**src/common/gsc_pkg.sv**
```systemverilog
/*
 * constants, character codes, field table and state types of the sensor command interpreter.
 * assumes 8-bit ascii bytes and a 32-bit classic wishbone register port.
 */
package gsc_pkg;
   // character codes
   localparam logic [7:0] CH_CR = 8'h0d;
   localparam logic [7:0] CH_LF = 8'h0a;
   localparam logic [7:0] CH_SP = 8'h20;
   localparam logic [7:0] CH_COMMA = 8'h2c;
   localparam logic [7:0] CH_0 = 8'h30;
   localparam logic [7:0] CH_9 = 8'h39;
   localparam logic [7:0] CH_B = 8'h42;
   localparam logic [7:0] CH_M = 8'h4d;
   localparam logic [7:0] CH_Q = 8'h51;
   localparam logic [7:0] CH_US = 8'h53;
   localparam logic [7:0] CH_Y = 8'h59;
   localparam logic [7:0] CH_LS = 8'h73;

   // value widths and limits
   localparam int VW = 17;
   localparam int NDIG = 5;
   localparam int NFLD = 9;
   localparam int MAX_FIELDS = 5;
   localparam logic [2:0] LAST_DIG = 3'h4;
   localparam logic [2:0] ARG_DIGITS = 3'h5;
   localparam logic [4:0] FMT_LAST = 5'h10;
   localparam logic [16:0] RST_MASK = 17'h00006;
   localparam logic [16:0] RST_COMP = 17'h02000;
   localparam logic [16:0] COMP_MAX = 17'h10000;

   // field table, index 0 has the highest mask weight
   localparam logic [8:0][3:0] FLD_BIT = {4'h1, 4'h2, 4'h3, 4'h4, 4'h5, 4'h7, 4'h8, 4'ha, 4'hb};
   localparam logic [8:0][7:0] FLD_ID = {8'h5a, 8'h5a, 8'h56, 8'h30, 8'h30, 8'h56, 8'h68, 8'h44, 8'h64};
   localparam logic [3:0] FLD_NONE = 4'h9;

   // register byte offsets
   localparam logic [7:0] ADDR_MASK = 8'h00;
   localparam logic [7:0] ADDR_COMP = 8'h04;
   localparam logic [7:0] ADDR_STAT = 8'h08;

   typedef enum logic [1:0] {P_CMD, P_ARG, P_LF, P_SKIP} gsc_prs_t;
   typedef enum logic [3:0] {E_IDLE, E_HEAD, E_SPACE, E_CONV, E_DIGIT, E_NEXT, E_SEP, E_TEXT, E_CR, E_LF} gsc_emit_t;
endpackage : gsc_pkg

```
**src/common/gsc_fmt_if.sv**
```systemverilog
/*
 * carrier between the interpreter and its decimal formatter.
 * assumes both ends run on the same clock.
 */
interface gsc_fmt_if;
   logic start;
   logic [16:0] value;
   logic done;
   logic [19:0] bcd;
   modport conv (input start, input value, output done, output bcd);
   modport user (output start, output value, input done, input bcd);
endinterface : gsc_fmt_if

```
**src/core/gsc_dec_fmt.sv**
```systemverilog
/*
 * binary to five-digit decimal converter, shift-and-add-three, one bit per cycle.
 * assumes the value is below 100000 and start is a one-cycle pulse.
 */
module gsc_dec_fmt (
   // clock and reset
   input wire logic clk,
   input wire logic arst_n,
   // request and result
   gsc_fmt_if.conv fmt
);
   logic [36:0] sh_q;
   logic [4:0] cnt_q;
   logic run_q;
   logic done_q;
   wire [19:0] adj;

   genvar g;
   generate
      for (g = 0; g < gsc_pkg::NDIG; g++) begin : g_adj
         wire [3:0] nib = sh_q[17 + 4 * g +: 4];
         assign adj[4 * g +: 4] = (nib >= 4'h5) ? 4'(nib + 4'h3) : nib;
      end
   endgenerate

   wire [36:0] sh_nxt = {adj[18:0], sh_q[16:0], 1'b0};

   always_ff @(posedge clk or negedge arst_n) begin
      if (!arst_n) begin
         sh_q <= '0;
         cnt_q <= '0;
         run_q <= 1'b0;
         done_q <= 1'b0;
      end else begin
         done_q <= 1'b0;
         if (fmt.start) begin
            sh_q <= {20'h00000, fmt.value};
            cnt_q <= '0;
            run_q <= 1'b1;
         end else if (run_q) begin
            sh_q <= sh_nxt;
            cnt_q <= 5'(cnt_q + 5'h01);
            if (cnt_q == gsc_pkg::FMT_LAST) begin
               run_q <= 1'b0;
               done_q <= 1'b1;
            end
         end
      end
   end

   // digits stay valid until the next start
   assign fmt.done = done_q;
   assign fmt.bcd = sh_q[36:17];
endmodule : gsc_dec_fmt

```
**src/core/gsc_cmd_top.sv**
```systemverilog
/*
 * ascii command interpreter of a gas sensor: s, S, M, Q and Y commands, wishbone registers.
 * assumes byte streams from and to a uart on the same clock, and measurement values from
 * same-clock logic.
 */
// The implementer's own choices: register access over Wishbone and the register addresses.
// Functional notes
// - s CR LF answers s, space, compensation as five digits, CR LF.
// - one output line carries at most five fields, chosen by the mask.
// - each field is identifier, one space, five decimal digits.
// - weight 2048 gives d, 1024 gives D, 256 gives h.
// - weights 128 and 8 give temperature values, identifier V.
// - weights 32 and 16 give light-source strength, identifier zero.
// - weights 4 and 2 give filtered and raw concentration, identifier Z.
// - mask is a sum of weights; each weight is one independent bit.
// - M, space, up to five digits, CR LF stores mask and echoes it.
// - after reset the mask selects both concentration fields.
// - Q CR LF returns latest values of the enabled fields, CR LF.
// - Y CR LF returns an identity line and a serial line.
// - compensation stored by S, range 0 to 65536, reset 8192.
module gsc_cmd_top #(
   parameter logic [159:0] FW_STAMP = "Jan 01 2000,00:00:00", // arbitrary value
   parameter logic [55:0] FW_REV = "REV0001", // arbitrary value
   parameter logic [47:0] SENSOR_ID = "000001", // arbitrary value
   parameter int MAX_FIELDS = gsc_pkg::MAX_FIELDS
) (
   // clock and reset
   input wire logic clk,
   input wire logic arst_n,
   // wishbone slave
   input wire logic wb_cyc_i,
   input wire logic wb_stb_i,
   input wire logic wb_we_i,
   input wire logic [7:0] wb_adr_i,
   input wire logic [3:0] wb_sel_i,
   input wire logic [31:0] wb_dat_i,
   output logic [31:0] wb_dat_o,
   output logic wb_ack_o,
   // received bytes
   input wire logic [7:0] rx_data,
   input wire logic rx_valid,
   output logic rx_ready,
   // transmitted bytes
   output logic [7:0] tx_data,
   output logic tx_valid,
   input wire logic tx_ready,
   // latest measurement values, index 0 has the highest mask weight
   input wire logic [gsc_pkg::NFLD-1:0][15:0] fld_val
);
   localparam int L1 = 3 + $bits(FW_STAMP) / 8 + $bits(FW_REV) / 8;
   localparam int L2 = 8 + $bits(SENSOR_ID) / 8;
   localparam logic [8*L1-1:0] LINE1 = {gsc_pkg::CH_Y, gsc_pkg::CH_COMMA, FW_STAMP, gsc_pkg::CH_COMMA, FW_REV};
   localparam logic [8*L2-1:0] LINE2 = {gsc_pkg::CH_B, gsc_pkg::CH_SP, SENSOR_ID, gsc_pkg::CH_SP, {5{gsc_pkg::CH_0}}};

   gsc_pkg::gsc_prs_t p_q, p_d;
   gsc_pkg::gsc_emit_t e_q, e_d;
   logic [7:0] cmd_q, cmd_d, hd_q, hd_d, td_q, td_d;
   logic [16:0] acc_q, acc_d, mask_q, mask_d, comp_q, comp_d;
   logic [2:0] nd_q, nd_d, dig_q, dig_d, fcnt_q, fcnt_d;
   logic [3:0] fsel_q, fsel_d, fptr_q, fptr_d;
   logic [5:0] tix_q, tix_d;
   logic bad_q, bad_d, line_q, line_d, tv_q, tv_d, rdy_q, ack_q, first_q;
   logic [31:0] dat_q;
   logic exec, start, em;
   logic [7:0] ch;
   gsc_pkg::gsc_emit_t nx;

   gsc_fmt_if fmt ();

   gsc_dec_fmt u_fmt (
      .clk(clk),
      .arst_n(arst_n),
      .fmt(fmt)
   );

   function automatic logic [16:0] merge(input logic [16:0] o, input logic [31:0] w, input logic [3:0] s);
      return {s[2] ? w[16] : o[16], s[1] ? w[15:8] : o[15:8], s[0] ? w[7:0] : o[7:0]};
   endfunction : merge

   function automatic logic [16:0] clamp_comp(input logic [16:0] v);
      return (v > gsc_pkg::COMP_MAX) ? gsc_pkg::COMP_MAX : v;
   endfunction : clamp_comp

   // lowest index at or after from whose weight bit is set in the mask
   function automatic logic [3:0] first_fld(input logic [16:0] m, input logic [3:0] from);
      logic [3:0] r;
      r = gsc_pkg::FLD_NONE;
      for (int i = gsc_pkg::NFLD - 1; i >= 0; i--) begin
         if (i >= int'(from) && m[gsc_pkg::FLD_BIT[i]]) r = 4'(i);
      end
      return r;
   endfunction : first_fld

   // register bus decode
   wire wb_req = wb_cyc_i & wb_stb_i & ~ack_q;
   wire wr_mask = wb_req & wb_we_i & (wb_adr_i == gsc_pkg::ADDR_MASK);
   wire wr_comp = wb_req & wb_we_i & (wb_adr_i == gsc_pkg::ADDR_COMP);
   wire busy = (e_q != gsc_pkg::E_IDLE);
   wire [31:0] stat = {16'h0000, cmd_q, 6'h00, (p_q == gsc_pkg::P_SKIP), busy};
   wire [31:0] rd_mux = (wb_adr_i == gsc_pkg::ADDR_MASK) ? {15'h0000, mask_q} :
                        (wb_adr_i == gsc_pkg::ADDR_COMP) ? {15'h0000, comp_q} :
                        (wb_adr_i == gsc_pkg::ADDR_STAT) ? stat : 32'h00000000;

   // byte stream decode
   wire rx_fire = rx_valid & rdy_q;
   wire tx_fire = tv_q & tx_ready;
   wire is_dig = (rx_data >= gsc_pkg::CH_0) && (rx_data <= gsc_pkg::CH_9);
   wire known = (rx_data == gsc_pkg::CH_LS) || (rx_data == gsc_pkg::CH_US) || (rx_data == gsc_pkg::CH_M) ||
                (rx_data == gsc_pkg::CH_Q) || (rx_data == gsc_pkg::CH_Y);
   wire [16:0] acc_nxt = 17'({acc_q, 3'b000} + {acc_q, 1'b0} + {13'h0000, rx_data[3:0]});
   wire is_q = (cmd_q == gsc_pkg::CH_Q);
   wire [3:0] nidx = first_fld(mask_q, fptr_q);
   wire [3:0] dig_nib = fmt.bcd[5'h10 - {dig_q, 2'b00} +: 4];
   wire [5:0] tix_last = line_q ? 6'(L2 - 1) : 6'(L1 - 1);
   wire [7:0] txt_ch = line_q ? LINE2[8 * (L2 - 1 - int'(tix_q)) +: 8] : LINE1[8 * (L1 - 1 - int'(tix_q)) +: 8];
   wire [16:0] num_val = (cmd_q == gsc_pkg::CH_M) ? mask_q : is_q ? {1'b0, fld_val[fsel_q]} : comp_q;

   assign mask_d = wr_mask ? merge(mask_q, wb_dat_i, wb_sel_i) :
                   (exec && cmd_q == gsc_pkg::CH_M) ? acc_q : mask_q;
   assign comp_d = wr_comp ? clamp_comp(merge(comp_q, wb_dat_i, wb_sel_i)) :
                   (exec && cmd_q == gsc_pkg::CH_US) ? clamp_comp(acc_q) : comp_q;
   assign fmt.start = start;
   assign fmt.value = num_val;

   // line parser
   always_comb begin
      p_d = p_q;
      cmd_d = cmd_q;
      acc_d = acc_q;
      nd_d = nd_q;
      bad_d = bad_q;
      exec = 1'b0;
      if (rx_fire) begin
         case (p_q)
            gsc_pkg::P_CMD: begin
               if (rx_data == gsc_pkg::CH_CR) begin
                  p_d = gsc_pkg::P_LF;
                  bad_d = 1'b1;
               end else if (known) begin
                  p_d = gsc_pkg::P_ARG;
                  cmd_d = rx_data;
                  acc_d = '0;
                  nd_d = '0;
                  bad_d = 1'b0;
               end else begin
                  p_d = gsc_pkg::P_SKIP;
               end
            end
            gsc_pkg::P_ARG: begin
               if (rx_data == gsc_pkg::CH_CR) begin
                  p_d = gsc_pkg::P_LF;
               end else if (is_dig && nd_q != gsc_pkg::ARG_DIGITS) begin
                  acc_d = acc_nxt;
                  nd_d = 3'(nd_q + 3'h1);
               end else if (rx_data != gsc_pkg::CH_SP) begin
                  bad_d = 1'b1;
               end
            end
            gsc_pkg::P_LF: begin
               if (rx_data == gsc_pkg::CH_LF) begin
                  exec = ~bad_q;
                  p_d = gsc_pkg::P_CMD;
               end else if (rx_data != gsc_pkg::CH_CR) begin
                  p_d = gsc_pkg::P_SKIP;
               end
            end
            gsc_pkg::P_SKIP: begin
               if (rx_data == gsc_pkg::CH_CR) begin
                  p_d = gsc_pkg::P_LF;
                  bad_d = 1'b1;
               end
            end
            default: p_d = gsc_pkg::P_CMD;
         endcase
      end
   end

   // answer emitter; every byte is held until tx_ready, then one idle cycle follows
   always_comb begin
      e_d = e_q;
      hd_d = hd_q;
      dig_d = dig_q;
      fsel_d = fsel_q;
      fptr_d = fptr_q;
      fcnt_d = fcnt_q;
      tix_d = tix_q;
      line_d = line_q;
      tv_d = tv_q;
      td_d = td_q;
      start = 1'b0;
      em = 1'b1;
      ch = gsc_pkg::CH_SP;
      nx = e_q;
      case (e_q)
         gsc_pkg::E_IDLE: begin
            em = 1'b0;
            if (exec) begin
               hd_d = cmd_q;
               fptr_d = '0;
               fcnt_d = '0;
               tix_d = '0;
               line_d = 1'b0;
               e_d = (cmd_q == gsc_pkg::CH_Y) ? gsc_pkg::E_TEXT : is_q ? gsc_pkg::E_NEXT : gsc_pkg::E_HEAD;
            end
         end
         gsc_pkg::E_HEAD: begin
            ch = hd_q;
            nx = gsc_pkg::E_SPACE;
         end
         gsc_pkg::E_SPACE: begin
            nx = gsc_pkg::E_CONV;
            start = tx_fire;
         end
         gsc_pkg::E_CONV: begin
            em = 1'b0;
            dig_d = '0;
            if (fmt.done) e_d = gsc_pkg::E_DIGIT;
         end
         gsc_pkg::E_DIGIT: begin
            ch = {4'h3, dig_nib};
            nx = (dig_q != gsc_pkg::LAST_DIG) ? gsc_pkg::E_DIGIT : is_q ? gsc_pkg::E_NEXT : gsc_pkg::E_CR;
            if (tx_fire) dig_d = 3'(dig_q + 3'h1);
         end
         gsc_pkg::E_NEXT: begin
            em = 1'b0;
            if (nidx != gsc_pkg::FLD_NONE && int'(fcnt_q) < MAX_FIELDS) begin
               fsel_d = nidx;
               fptr_d = 4'(nidx + 4'h1);
               hd_d = gsc_pkg::FLD_ID[nidx];
               fcnt_d = 3'(fcnt_q + 3'h1);
               e_d = (fcnt_q == 3'h0) ? gsc_pkg::E_HEAD : gsc_pkg::E_SEP;
            end else begin
               e_d = gsc_pkg::E_CR;
            end
         end
         gsc_pkg::E_SEP: nx = gsc_pkg::E_HEAD;
         gsc_pkg::E_TEXT: begin
            ch = txt_ch;
            nx = (tix_q == tix_last) ? gsc_pkg::E_CR : gsc_pkg::E_TEXT;
            if (tx_fire) tix_d = 6'(tix_q + 6'h01);
         end
         gsc_pkg::E_CR: begin
            ch = gsc_pkg::CH_CR;
            nx = gsc_pkg::E_LF;
         end
         gsc_pkg::E_LF: begin
            ch = gsc_pkg::CH_LF;
            nx = (cmd_q == gsc_pkg::CH_Y && !line_q) ? gsc_pkg::E_TEXT : gsc_pkg::E_IDLE;
            if (tx_fire && cmd_q == gsc_pkg::CH_Y) begin
               line_d = 1'b1;
               tix_d = '0;
            end
         end
         default: begin
            em = 1'b0;
            e_d = gsc_pkg::E_IDLE;
         end
      endcase
      if (em && !tv_q) begin
         tv_d = 1'b1;
         td_d = ch;
      end else if (em && tx_fire) begin
         tv_d = 1'b0;
         e_d = nx;
      end
   end

   always_ff @(posedge clk or negedge arst_n) begin
      if (!arst_n) begin
         p_q <= gsc_pkg::P_CMD;
         e_q <= gsc_pkg::E_IDLE;
         {cmd_q, hd_q, td_q} <= '0;
         {acc_q, nd_q, dig_q, fcnt_q, fsel_q, fptr_q, tix_q} <= '0;
         {bad_q, line_q, tv_q, rdy_q, ack_q} <= '0;
         mask_q <= gsc_pkg::RST_MASK;
         comp_q <= gsc_pkg::RST_COMP;
         dat_q <= '0;
         first_q <= 1'b1;
      end else begin
         // enum state registers are assigned on their own; a concatenated target would cast bits into them
         p_q <= p_d;
         e_q <= e_d;
         {cmd_q, acc_q, nd_q, bad_q} <= {cmd_d, acc_d, nd_d, bad_d};
         {hd_q, dig_q, fsel_q, fptr_q, fcnt_q} <= {hd_d, dig_d, fsel_d, fptr_d, fcnt_d};
         {tix_q, line_q, tv_q, td_q} <= {tix_d, line_d, tv_d, td_d};
         mask_q <= mask_d;
         comp_q <= comp_d;
         rdy_q <= (e_d == gsc_pkg::E_IDLE);
         ack_q <= wb_req;
         if (wb_req) dat_q <= rd_mux;
         first_q <= 1'b0;
      end
   end

   assign wb_ack_o = ack_q;
   assign wb_dat_o = dat_q;
   assign rx_ready = rdy_q;
   assign tx_valid = tv_q;
   assign tx_data = td_q;
endmodule : gsc_cmd_top

```
**config.mk**
```make
export PLATFORM = sky130hd
export DESIGN_NAME = gsc_cmd_top
export DESIGN_NICKNAME = d
export VERILOG_FILES = /design/src/common/gsc_pkg.sv /design/src/common/gsc_fmt_if.sv /design/src/core/gsc_dec_fmt.sv /design/src/core/gsc_cmd_top.sv
export SDC_FILE = /design/constraint.sdc
export NUM_CORES = 1
export LEC_CHECK = 0
export BUFFER_PORTS_ARGS = -buffer_cell sky130_fd_sc_hd__buf_4
export CORE_MARGIN = 2
export CORE_UTILIZATION = 55
export CTS_CLUSTER_DIAMETER = 100
export CTS_CLUSTER_SIZE = 14
export DETAILED_ROUTE_END_ITERATION = 8
export PLACE_DENSITY = 0.9
export SYNTH_ARGS = -nofsm -noshare
export SYNTH_HDL_FRONTEND = slang
export SYNTH_SLANG_ARGS = --single-unit
```
**constraint.sdc**
```tcl
create_clock -name clk -period 3.5 [get_ports clk]
set_clock_uncertainty 0.05 [all_clocks]
set_input_delay 0.7 -clock clk [delete_from_list [all_inputs] [get_ports clk]]
set_output_delay 0.7 -clock clk [all_outputs]
set_load 0.02 [all_outputs]
```
# After elaboration in Yosys (flattened, before gate mapping)
# Memory sizes are Yosys's and may differ from the RTL's.
# Index checks and enable logic that the tools add are counted.
# word_totals
inputBits	203
elab_cells	290
out_inout_bits	43
n_memories	1
register_bits	185
rom_bits	128
# op_classes
bitwise_logic	10
reduce_logical	54
shifts	3
n_eq_ne	50
n_mux	109
addsub	16
order_cmp	21
# memory_table
name	words	word_bits	rd	rd_clocked_by_memory_dff	wr	line_no	source
(no name shown)	16	8	1	0	0	gsc_cmd_top.sv:229	hd_d = gsc_pkg::FLD_ID[nidx];
# op_table
operator	n
240-bit by 10-bit indexed part select with 8-bit output (first input constant)	1
17-bit two-way mux	14
112-bit by 10-bit indexed part select with 8-bit output (first input constant)	1
4-bit two-way mux	22
37-bit two-way mux	2
8-bit by 7-bit equality test with 1-bit output (second input constant)	9
16-bit binary-select mux with 4-bit select	1
8-bit two-way mux	8
8-bit case mux with 5 select lines	1
3-bit two-way mux	12
17-bit > comparator (second input constant)	2
17-bit case mux with 2 select lines	1
16-bit two-way mux	2
2-bit != test (second input constant)	14
4-bit case mux with 7 select lines	1
8-bit by 4-bit equality test with 1-bit output (second input constant)	3
1-bit two-way mux	24
4-bit by 3-bit greater-or-equal comparator with 1-bit output (second input constant)	5
20-bit by 6-bit indexed part select with 4-bit output	1
1-bit logical AND	18
6-bit two-way mux	3
3-bit case mux with 2 select lines	3
6-bit case mux with 3 select lines	1
17-bit adder	1
58 further kinds	113

# Longest topological paths before layout
# Gate-level depths: netlist (run 1).
# depth
depth_word	18
depth_mapped	13
mapped_depth_nobuf	12

# Modules after synthesis
# Synthesis (run 1) repeated with hierarchy kept, for this count alone.
# hier_totals
cells_unflattened	1400
hier_area_um2	12588.3
# by_module_without_submodules
module	area_per_inst_um2	cells_each	seq_area_each_um2	n_inst
gsc_cmd_top	10065.9	1145	3156.8	1
gsc_dec_fmt	2522.4	255	1101.1	1

# Worst setup path before layout (run 1)
# No wires, ideal clock.
# synth_timing
path_type	in2reg
startpoint	in rx_data[3]
endpoint	reg acc_q[16]
slack_ns	0.347
t_arrival_ns	3.008
setup_time_ns	0.096
cell_stages	10
cell_sequence	fa_1 -> inv_1 -> fa_1 -> nor2b_1 -> o31a_1 -> o21ai_0 -> o311ai_0 -> o211ai_1 -> xnor2_1 -> o31ai_1
# synth_between
elab_chain_len	7
elab_cells_between_ends	23
classes_between	add/sub: 1; order compare: 2; eq/ne: 10; mux: 3; reduce/logical: 7
# synth_rtl
element	line_no	source
from (decl)	gsc_cmd_top.sv:40	input wire logic [7:0] rx_data,
branches (longest 7 deep; another with 17-bit by 4-bit adder with 17-bit output)	--	
to (signal assigned)	gsc_cmd_top.sv:283	{cmd_q, acc_q, nd_q, bad_q} <= {cmd_d, acc_d, nd_d, bad_d};
to (decl)	gsc_cmd_top.sv:58	logic [16:0] acc_q, acc_d, mask_q, mask_d, comp_q, comp_d;
# Parallel ways; which one is timed is not known. The select of a mux whose other input is x is not followed.
# A chain may end at the register's enable or synchronous reset.

# Worst setup path in the final report (run 1)
# layout_timing
startpoint	reg acc_q[0]
endpoint	reg acc_q[13]
# layout_between
elab_chain_len	5
# layout_rtl
element	line_no	source
17-bit adder	gsc_cmd_top.sv:110	wire [16:0] acc_nxt = 17'({acc_q, 3'b000} + {acc_q, 1'b0} + {13'h0000, rx_data[3:0]});
17-bit by 4-bit adder with 17-bit output	gsc_cmd_top.sv:110	
17-bit two-way mux	gsc_cmd_top.sv:152	end else if (is_dig && nd_q != gsc_pkg::ARG_DIGITS) begin
17-bit two-way mux	gsc_cmd_top.sv:150	if (rx_data == gsc_pkg::CH_CR) begin
17-bit case mux with 2 select lines	gsc_cmd_top.sv:134	case (p_q)
# Every way passes these cells. The select of a mux whose other input is x is not followed.

==> results_dict.tcl, run 1 <==
set metrics [dict create \
    num_io_pins 246 \
    nets 1824 \
    ant_nets 0 \
    finalCriticalPeriod_ns 3.23 \
    p_leak_uw 0.00650 \
    vias 11800 \
    hold_path.class "input pin to async pin" \
    syn-mean-instance-area_um2 8.95 \
    crit_top_cell "o22ai_1" \
    synth.largest_area_cell "dfrtp_1" \
    synthTopCellsByArea "dfrtp_1 34%, mux4_2 6.6%, ha_1 6.1%, mux2i_1 5.0%, a21oi_1 4.3%" \
    fmax_ghz 0.310 \
    worst_pin_slew_ns 1.27 \
    maxCapViolCount 0 \
    crit_path_cell_trace "fa_1 > ha_1 > a211oi_1 > nor2_1 > o22ai_1 > o311ai_0 > o22ai_1 > xor2_1 > o31ai_1" \
    wirelength_um 38100 \
    yosysWarnings 0 \
    ff_latch_area_um2 4260 \
    crit_buf_inv 0 \
    cts.root.buffer_cell "clkbuf_16" \
    route.detailed.drc 0 \
    cp_slowest_stage_delay_ns 0.70 \
    post_cts_buffers 0 \
    yosys-top-cells-count "167 x dfrtp_1, 139 x nor2_1, 132 x nand2_1, 106 x a21oi_1, 81 x o21ai_0" \
    synth_cells 1374 \
    synth_top_area_share 0.340 \
    gp_congestion 0.925 \
    slew_headroom 0.153 \
    netlist_area_um2 12300 \
    fin_hold_ws_ns 0.222 \
    yosys_register_bits 170 \
    setup_violations 0 \
    n_fill_cell 1683 \
    r2r_slack_ns 0.27 \
    multi_input_area_um2 7430 \
    fin_tns_setup_ns 0 \
    period_share 0.923 \
    critPathArrivalTime_ns 3.52 \
    power_density_nw_per_um2 545 \
    start_util 0.561 \
    grt_pass1_wl_um 60200 \
    ys_seq_area_frac 0.346 \
    worstSetupPathType "register to register" \
    cts_max_level 4 \
    antenna_found_initial 0 \
    cts_resized 0 \
    drv_slew 0 \
    clkSinkCount 170 \
    cts_tree "done" \
    layout-drive-gt1-share 0.231 \
    clockBufferDepth 2 \
    cp-end-kind "register" \
    synth-main-ff-cell "dfrtp_1" \
    stdcell_area_um2 14800 \
    portBuffers 214 \
    rsz0062_at_grt "false" \
    slowest_stage "o311ai_0" \
    start_kind "register" \
    outcome "completed" \
    grt_pass1_vias 11400 \
    placed_area_um2 14200 \
    core_um2 21900 \
    holdBufCountCts 0 \
    routedWlPerCell_um 20.6 \
    overflow 0 \
    die_w_um 153 \
    critical-path-top-delay-family "compound AO/OA/AOI/OAI gates" \
    power_uw 8030 \
    synth.most_common_cell "dfrtp_1" \
    cts_buffers 17 \
    fin_ws_ns 0.269 \
    synth-edff-count 0 \
    fp.dieArea_um2 23600 \
    area_growth_pct 20.0 \
    diodes 0 \
    vdd_drop_max_uv 337 \
    grtUsageTotal 0.317 \
    cp.required_ns 3.79 \
    std_cell_rows 54 \
    viasPerCell 6.38 \
    dr.pass1.iters 6 \
    async_flop_share 1.00 \
    first_iter_violations 1235 \
    hold_viol_final 0 \
    place_hpwl_um 28300 \
    grt_max_degree 71 \
    synth_cell_type_count 79 \
    clock_latency_ns 0.44 \
    die_h_um 153 \
    path_clk_slew_ns 0.07 \
    dp_slack_ns 0.00469 \
    crit_fanout 6 \
]
## per-stage QoR
stage,cells,utilization
after floorplan,1388,-
after global placement,1820,0.647
final,1852,0.674
after detailed placement,1820,0.647
after CTS,1852,0.674
after global routing,1852,0.674
## where the power goes
group / internal [uW] / switching [uW] / leakage [uW]
registers: 2380 / 598 / 0.00216
logic: 1430 / 1730 / 0.00406
clock network: 1080 / 828 / 0.000285
total: 4880 / 3160 / 0.00650
## final timing paths
path | from | to | cells past startpoint
max | acc_q[0] | acc_q[13] | 9
min | arst_n | tix_q[1] | 1
max reg2reg | acc_q[0] | acc_q[13] | 9
min reg2reg | hd_q[2] | hd_q[2] | 2
max in group asynchronous | arst_n | wb_dat_o[14] | 2
min in group clk | hd_q[2] | hd_q[2] | 2
## routing by layer
metal,share of wire,GRT usage
met1,0.39,0.412
met2,0.49,0.524
met3,0.082,0.0707
met4,0.032,0.111
met5,0,0
## kinds of logic (layout without fill, tap and decap cells)
kind of cell | Yosys count | in the layout | share of synthesized area
flip-flops | 170 | 170 | 0.346
AO/OA/AOI/OAI | 387 | 387 | 0.203
adder cells (fa/ha/maj) | 62 | 62 | 0.0643
XOR/XNOR | 33 | 33 | 0.0235
other | 1 | 15 | 0.000305
multiplexers | 103 | 103 | 0.121
buffers and inverters | 154 | 338 | 0.0550
AND/OR/NAND/NOR | 464 | 464 | 0.186
## cells in the final DEF (no fill, tap or decap), types with 36 or more instances in the layout
master     n
a21oi_1  106
buf_4    250
dfrtp_1  165
ha_1      60
inv_1     53
mux2i_1   61
mux4_2    36
nand2_1  132
nand3_1   40
nor2_1   139
o21ai_0   81
## area by class of cell
class,count,share of cell area
clock inverters,13,0.00958
inverters,53,0.0135
clock buffers,19,0.0300
flip-flops and latches,170,0.289
well taps,280,0.0237
multi-input cells,1064,0.504
repair buffers,253,0.131
## registers in the layout, indices dropped and copies added, names as in the netlist, 5 cells and up
name / flops
wb_dat_o: 17
tix_q: 6
u_fmt.cnt_q: 5
u_fmt.sh_q: 37
mask_q: 17
comp_q: 17
tx_data: 8
hd_q: 8
acc_q: 17
cmd_q: 8
No activity file was read; power rests on OpenSTA's default activity.
==> run 2: changes to the inputs <==
- clock period: 3.5 -> 4 ns (I/O delays scaled with it)
==> results_dict.tcl, run 2 (synthesis results as in run 1) <==
set metrics [dict create \
    cts_tree "done" \
    die_h_um 153 \
    top_register "u_fmt.sh_q" \
    cp.required_ns 4.29 \
    final_cell_mix "238 x buf_4, 165 x dfrtp_1, 139 x nor2_1, 132 x nand2_1, 106 x a21oi_1" \
    cp_slowest_stage_delay_ns 0.57 \
    ant_nets 0 \
    p_leak_uw 0.00646 \
    multi_input_area_um2 7430 \
    cp-end-kind "register" \
    setup_violations 0 \
    n_fill_cell 1731 \
    slew_headroom 0.293 \
    comb_power_share 0.378 \
    hold_path.class "input pin to async pin" \
    final_common_cell "buf_4" \
    fmax_ghz 0.298 \
    first_iter_violations 1360 \
    dp.cells 1807 \
    std_cell_rows 54 \
    maxCapViolCount 0 \
    clock_latency_ns 0.44 \
    crit_buf_inv 2 \
    grtUsageTotal 0.317 \
    grt_pass1_vias 11400 \
    outcome "completed" \
    holdBufCountCts 0 \
    vdd_drop_max_uv 319 \
    power_density_nw_per_um2 487 \
    diodes 0 \
    critPathArrivalTime_ns 3.64 \
    drv_slew 0 \
    vias 11900 \
    period_share 0.839 \
    layout-drive-gt1-share 0.225 \
    crit_top_cell "fa_1" \
    place_hpwl_um 27900 \
    viasPerCell 6.45 \
    fin_cells 1839 \
    p_int_uw 4390 \
    route.detailed.drc 0 \
    start_kind "input pin" \
    cts_buffers 17 \
    post_cts_buffers 0 \
    core_um2 21900 \
    rsz0062_at_grt "false" \
    fp.dieArea_um2 23600 \
    start_util 0.561 \
    slowest_stage "fa_1" \
    largest_reg_flops 37 \
    crit_fanout 8 \
    grt_max_degree 80 \
    die_w_um 153 \
    stdcell_area_um2 14700 \
    finalCriticalPeriod_ns 3.35 \
    seqPwrFrac 0.366 \
    critical-path-top-delay-family "compound AO/OA/AOI/OAI gates" \
    grt_pass1_wl_um 60300 \
    nets 1811 \
    clockBufferDepth 2 \
    path_clk_slew_ns 0.07 \
    p_clk_frac 0.255 \
    p_switching_uw 2770 \
    worst_pin_slew_ns 1.06 \
    worstSetupPathType "input pin to register" \
    cts_max_level 4 \
    dr.pass1.iters 6 \
    hold_viol_final 0 \
    portBuffers 214 \
    area_growth_pct 19.7 \
    crit_path_cell_trace "buf_4 > fa_1 > inv_1 > fa_1 > nor2b_1 > o31a_1 > o21ai_0 > o311ai_0 > o211ai_1 > xnor2_1 > o31ai_1" \
    cts_resized 0 \
    routedWlPerCell_um 20.7 \
    gp_congestion 0.929 \
    wirelength_um 38000 \
    cts.root.buffer_cell "clkbuf_16" \
    ff_latch_area_um2 4260 \
    placed_area_um2 14100 \
    fin_tns_setup_ns 0 \
    num_io_pins 246 \
    overflow 0 \
    sw_frac_of_total 0.387 \
    clkSinkCount 170 \
    antenna_found_initial 1 \
]
==> run 2: cell count changes in the layout (fill, tap and decap cells not counted), sizes merged <==
cell	change
buf	-13
clkinv	-4
inv	+3
bufinv	+2
clkbuf	-1
==> run 2: final timing paths <==
kind	from	end	slack, ns	depth (start not counted)
worst max-delay path	rx_data[3]	acc_q[16]	0.65	11
worst min-delay path	arst_n	tix_q[1]	0.36	1
worst max register to register	acc_q[0]	acc_q[16]	0.70	10
worst min register to register	comp_q[13]	comp_q[13]	0.45	2
max in group asynchronous	arst_n	tx_data[2]	2.65	2
min in group clk	comp_q[13]	comp_q[13]	0.45	2
==> run 2: cell type report <==
cell class,count,share of cell area
Clock inverter,14,0.0142
Clock buffer,18,0.0299
Multi-Input combinational cell,1064,0.505
Sequential cell,170,0.290
Tap cell,280,0.0238
Timing Repair Buffer,240,0.124
Inverter,53,0.0135
==> run 2: power groups by stage <==
| stage | logic [uW] | clock network [uW] | registers [uW] |
|---|---|---|---|
| floorplan | 1980 | 0 | 2440 |
| detailed placement | 2650 | 0 | 2620 |
| global placement | 2520 | 0 | 2600 |
| CTS | 2690 | 1830 | 2600 |
| global route | 3010 | 1910 | 2670 |
| finish | 2710 | 1830 | 2620 |
==> run 2: metrics by stage <==
step | setup slack, ns | total power (uW) | hold WS [ns] | utilization
CTS | 0.725 | 7120 | 0.377 | 0.672
global route | 0.479 | 7590 | 0.407 | 0.672
finish | 0.646 | 7160 | 0.358 | 0.672
detailed placement | 0.287 | 5270 | 0.422 | 0.642
global placement | 0.370 | 5120 | 0.411 | 0.642
floorplan | 0.747 | 4420 | 0.401 | -
==> run 2: routing by layer <==
metal,track usage,share of wire
met1,0.421,0.40
met2,0.521,0.49
met3,0.0657,0.080
met4,0.108,0.037
met5,0,0.00026
==> run 2: worst register-to-register path, cell delays in order (launching register included) <==
cell      delay [ns]
dfrtp_1         0.47
fa_1            0.57
inv_1           0.07
fa_1            0.43
nor2b_1         0.22
o31a_1          0.20
o21ai_0         0.22
o311ai_0        0.46
o211ai_1        0.17
xnor2_1         0.15
o31ai_1         0.19
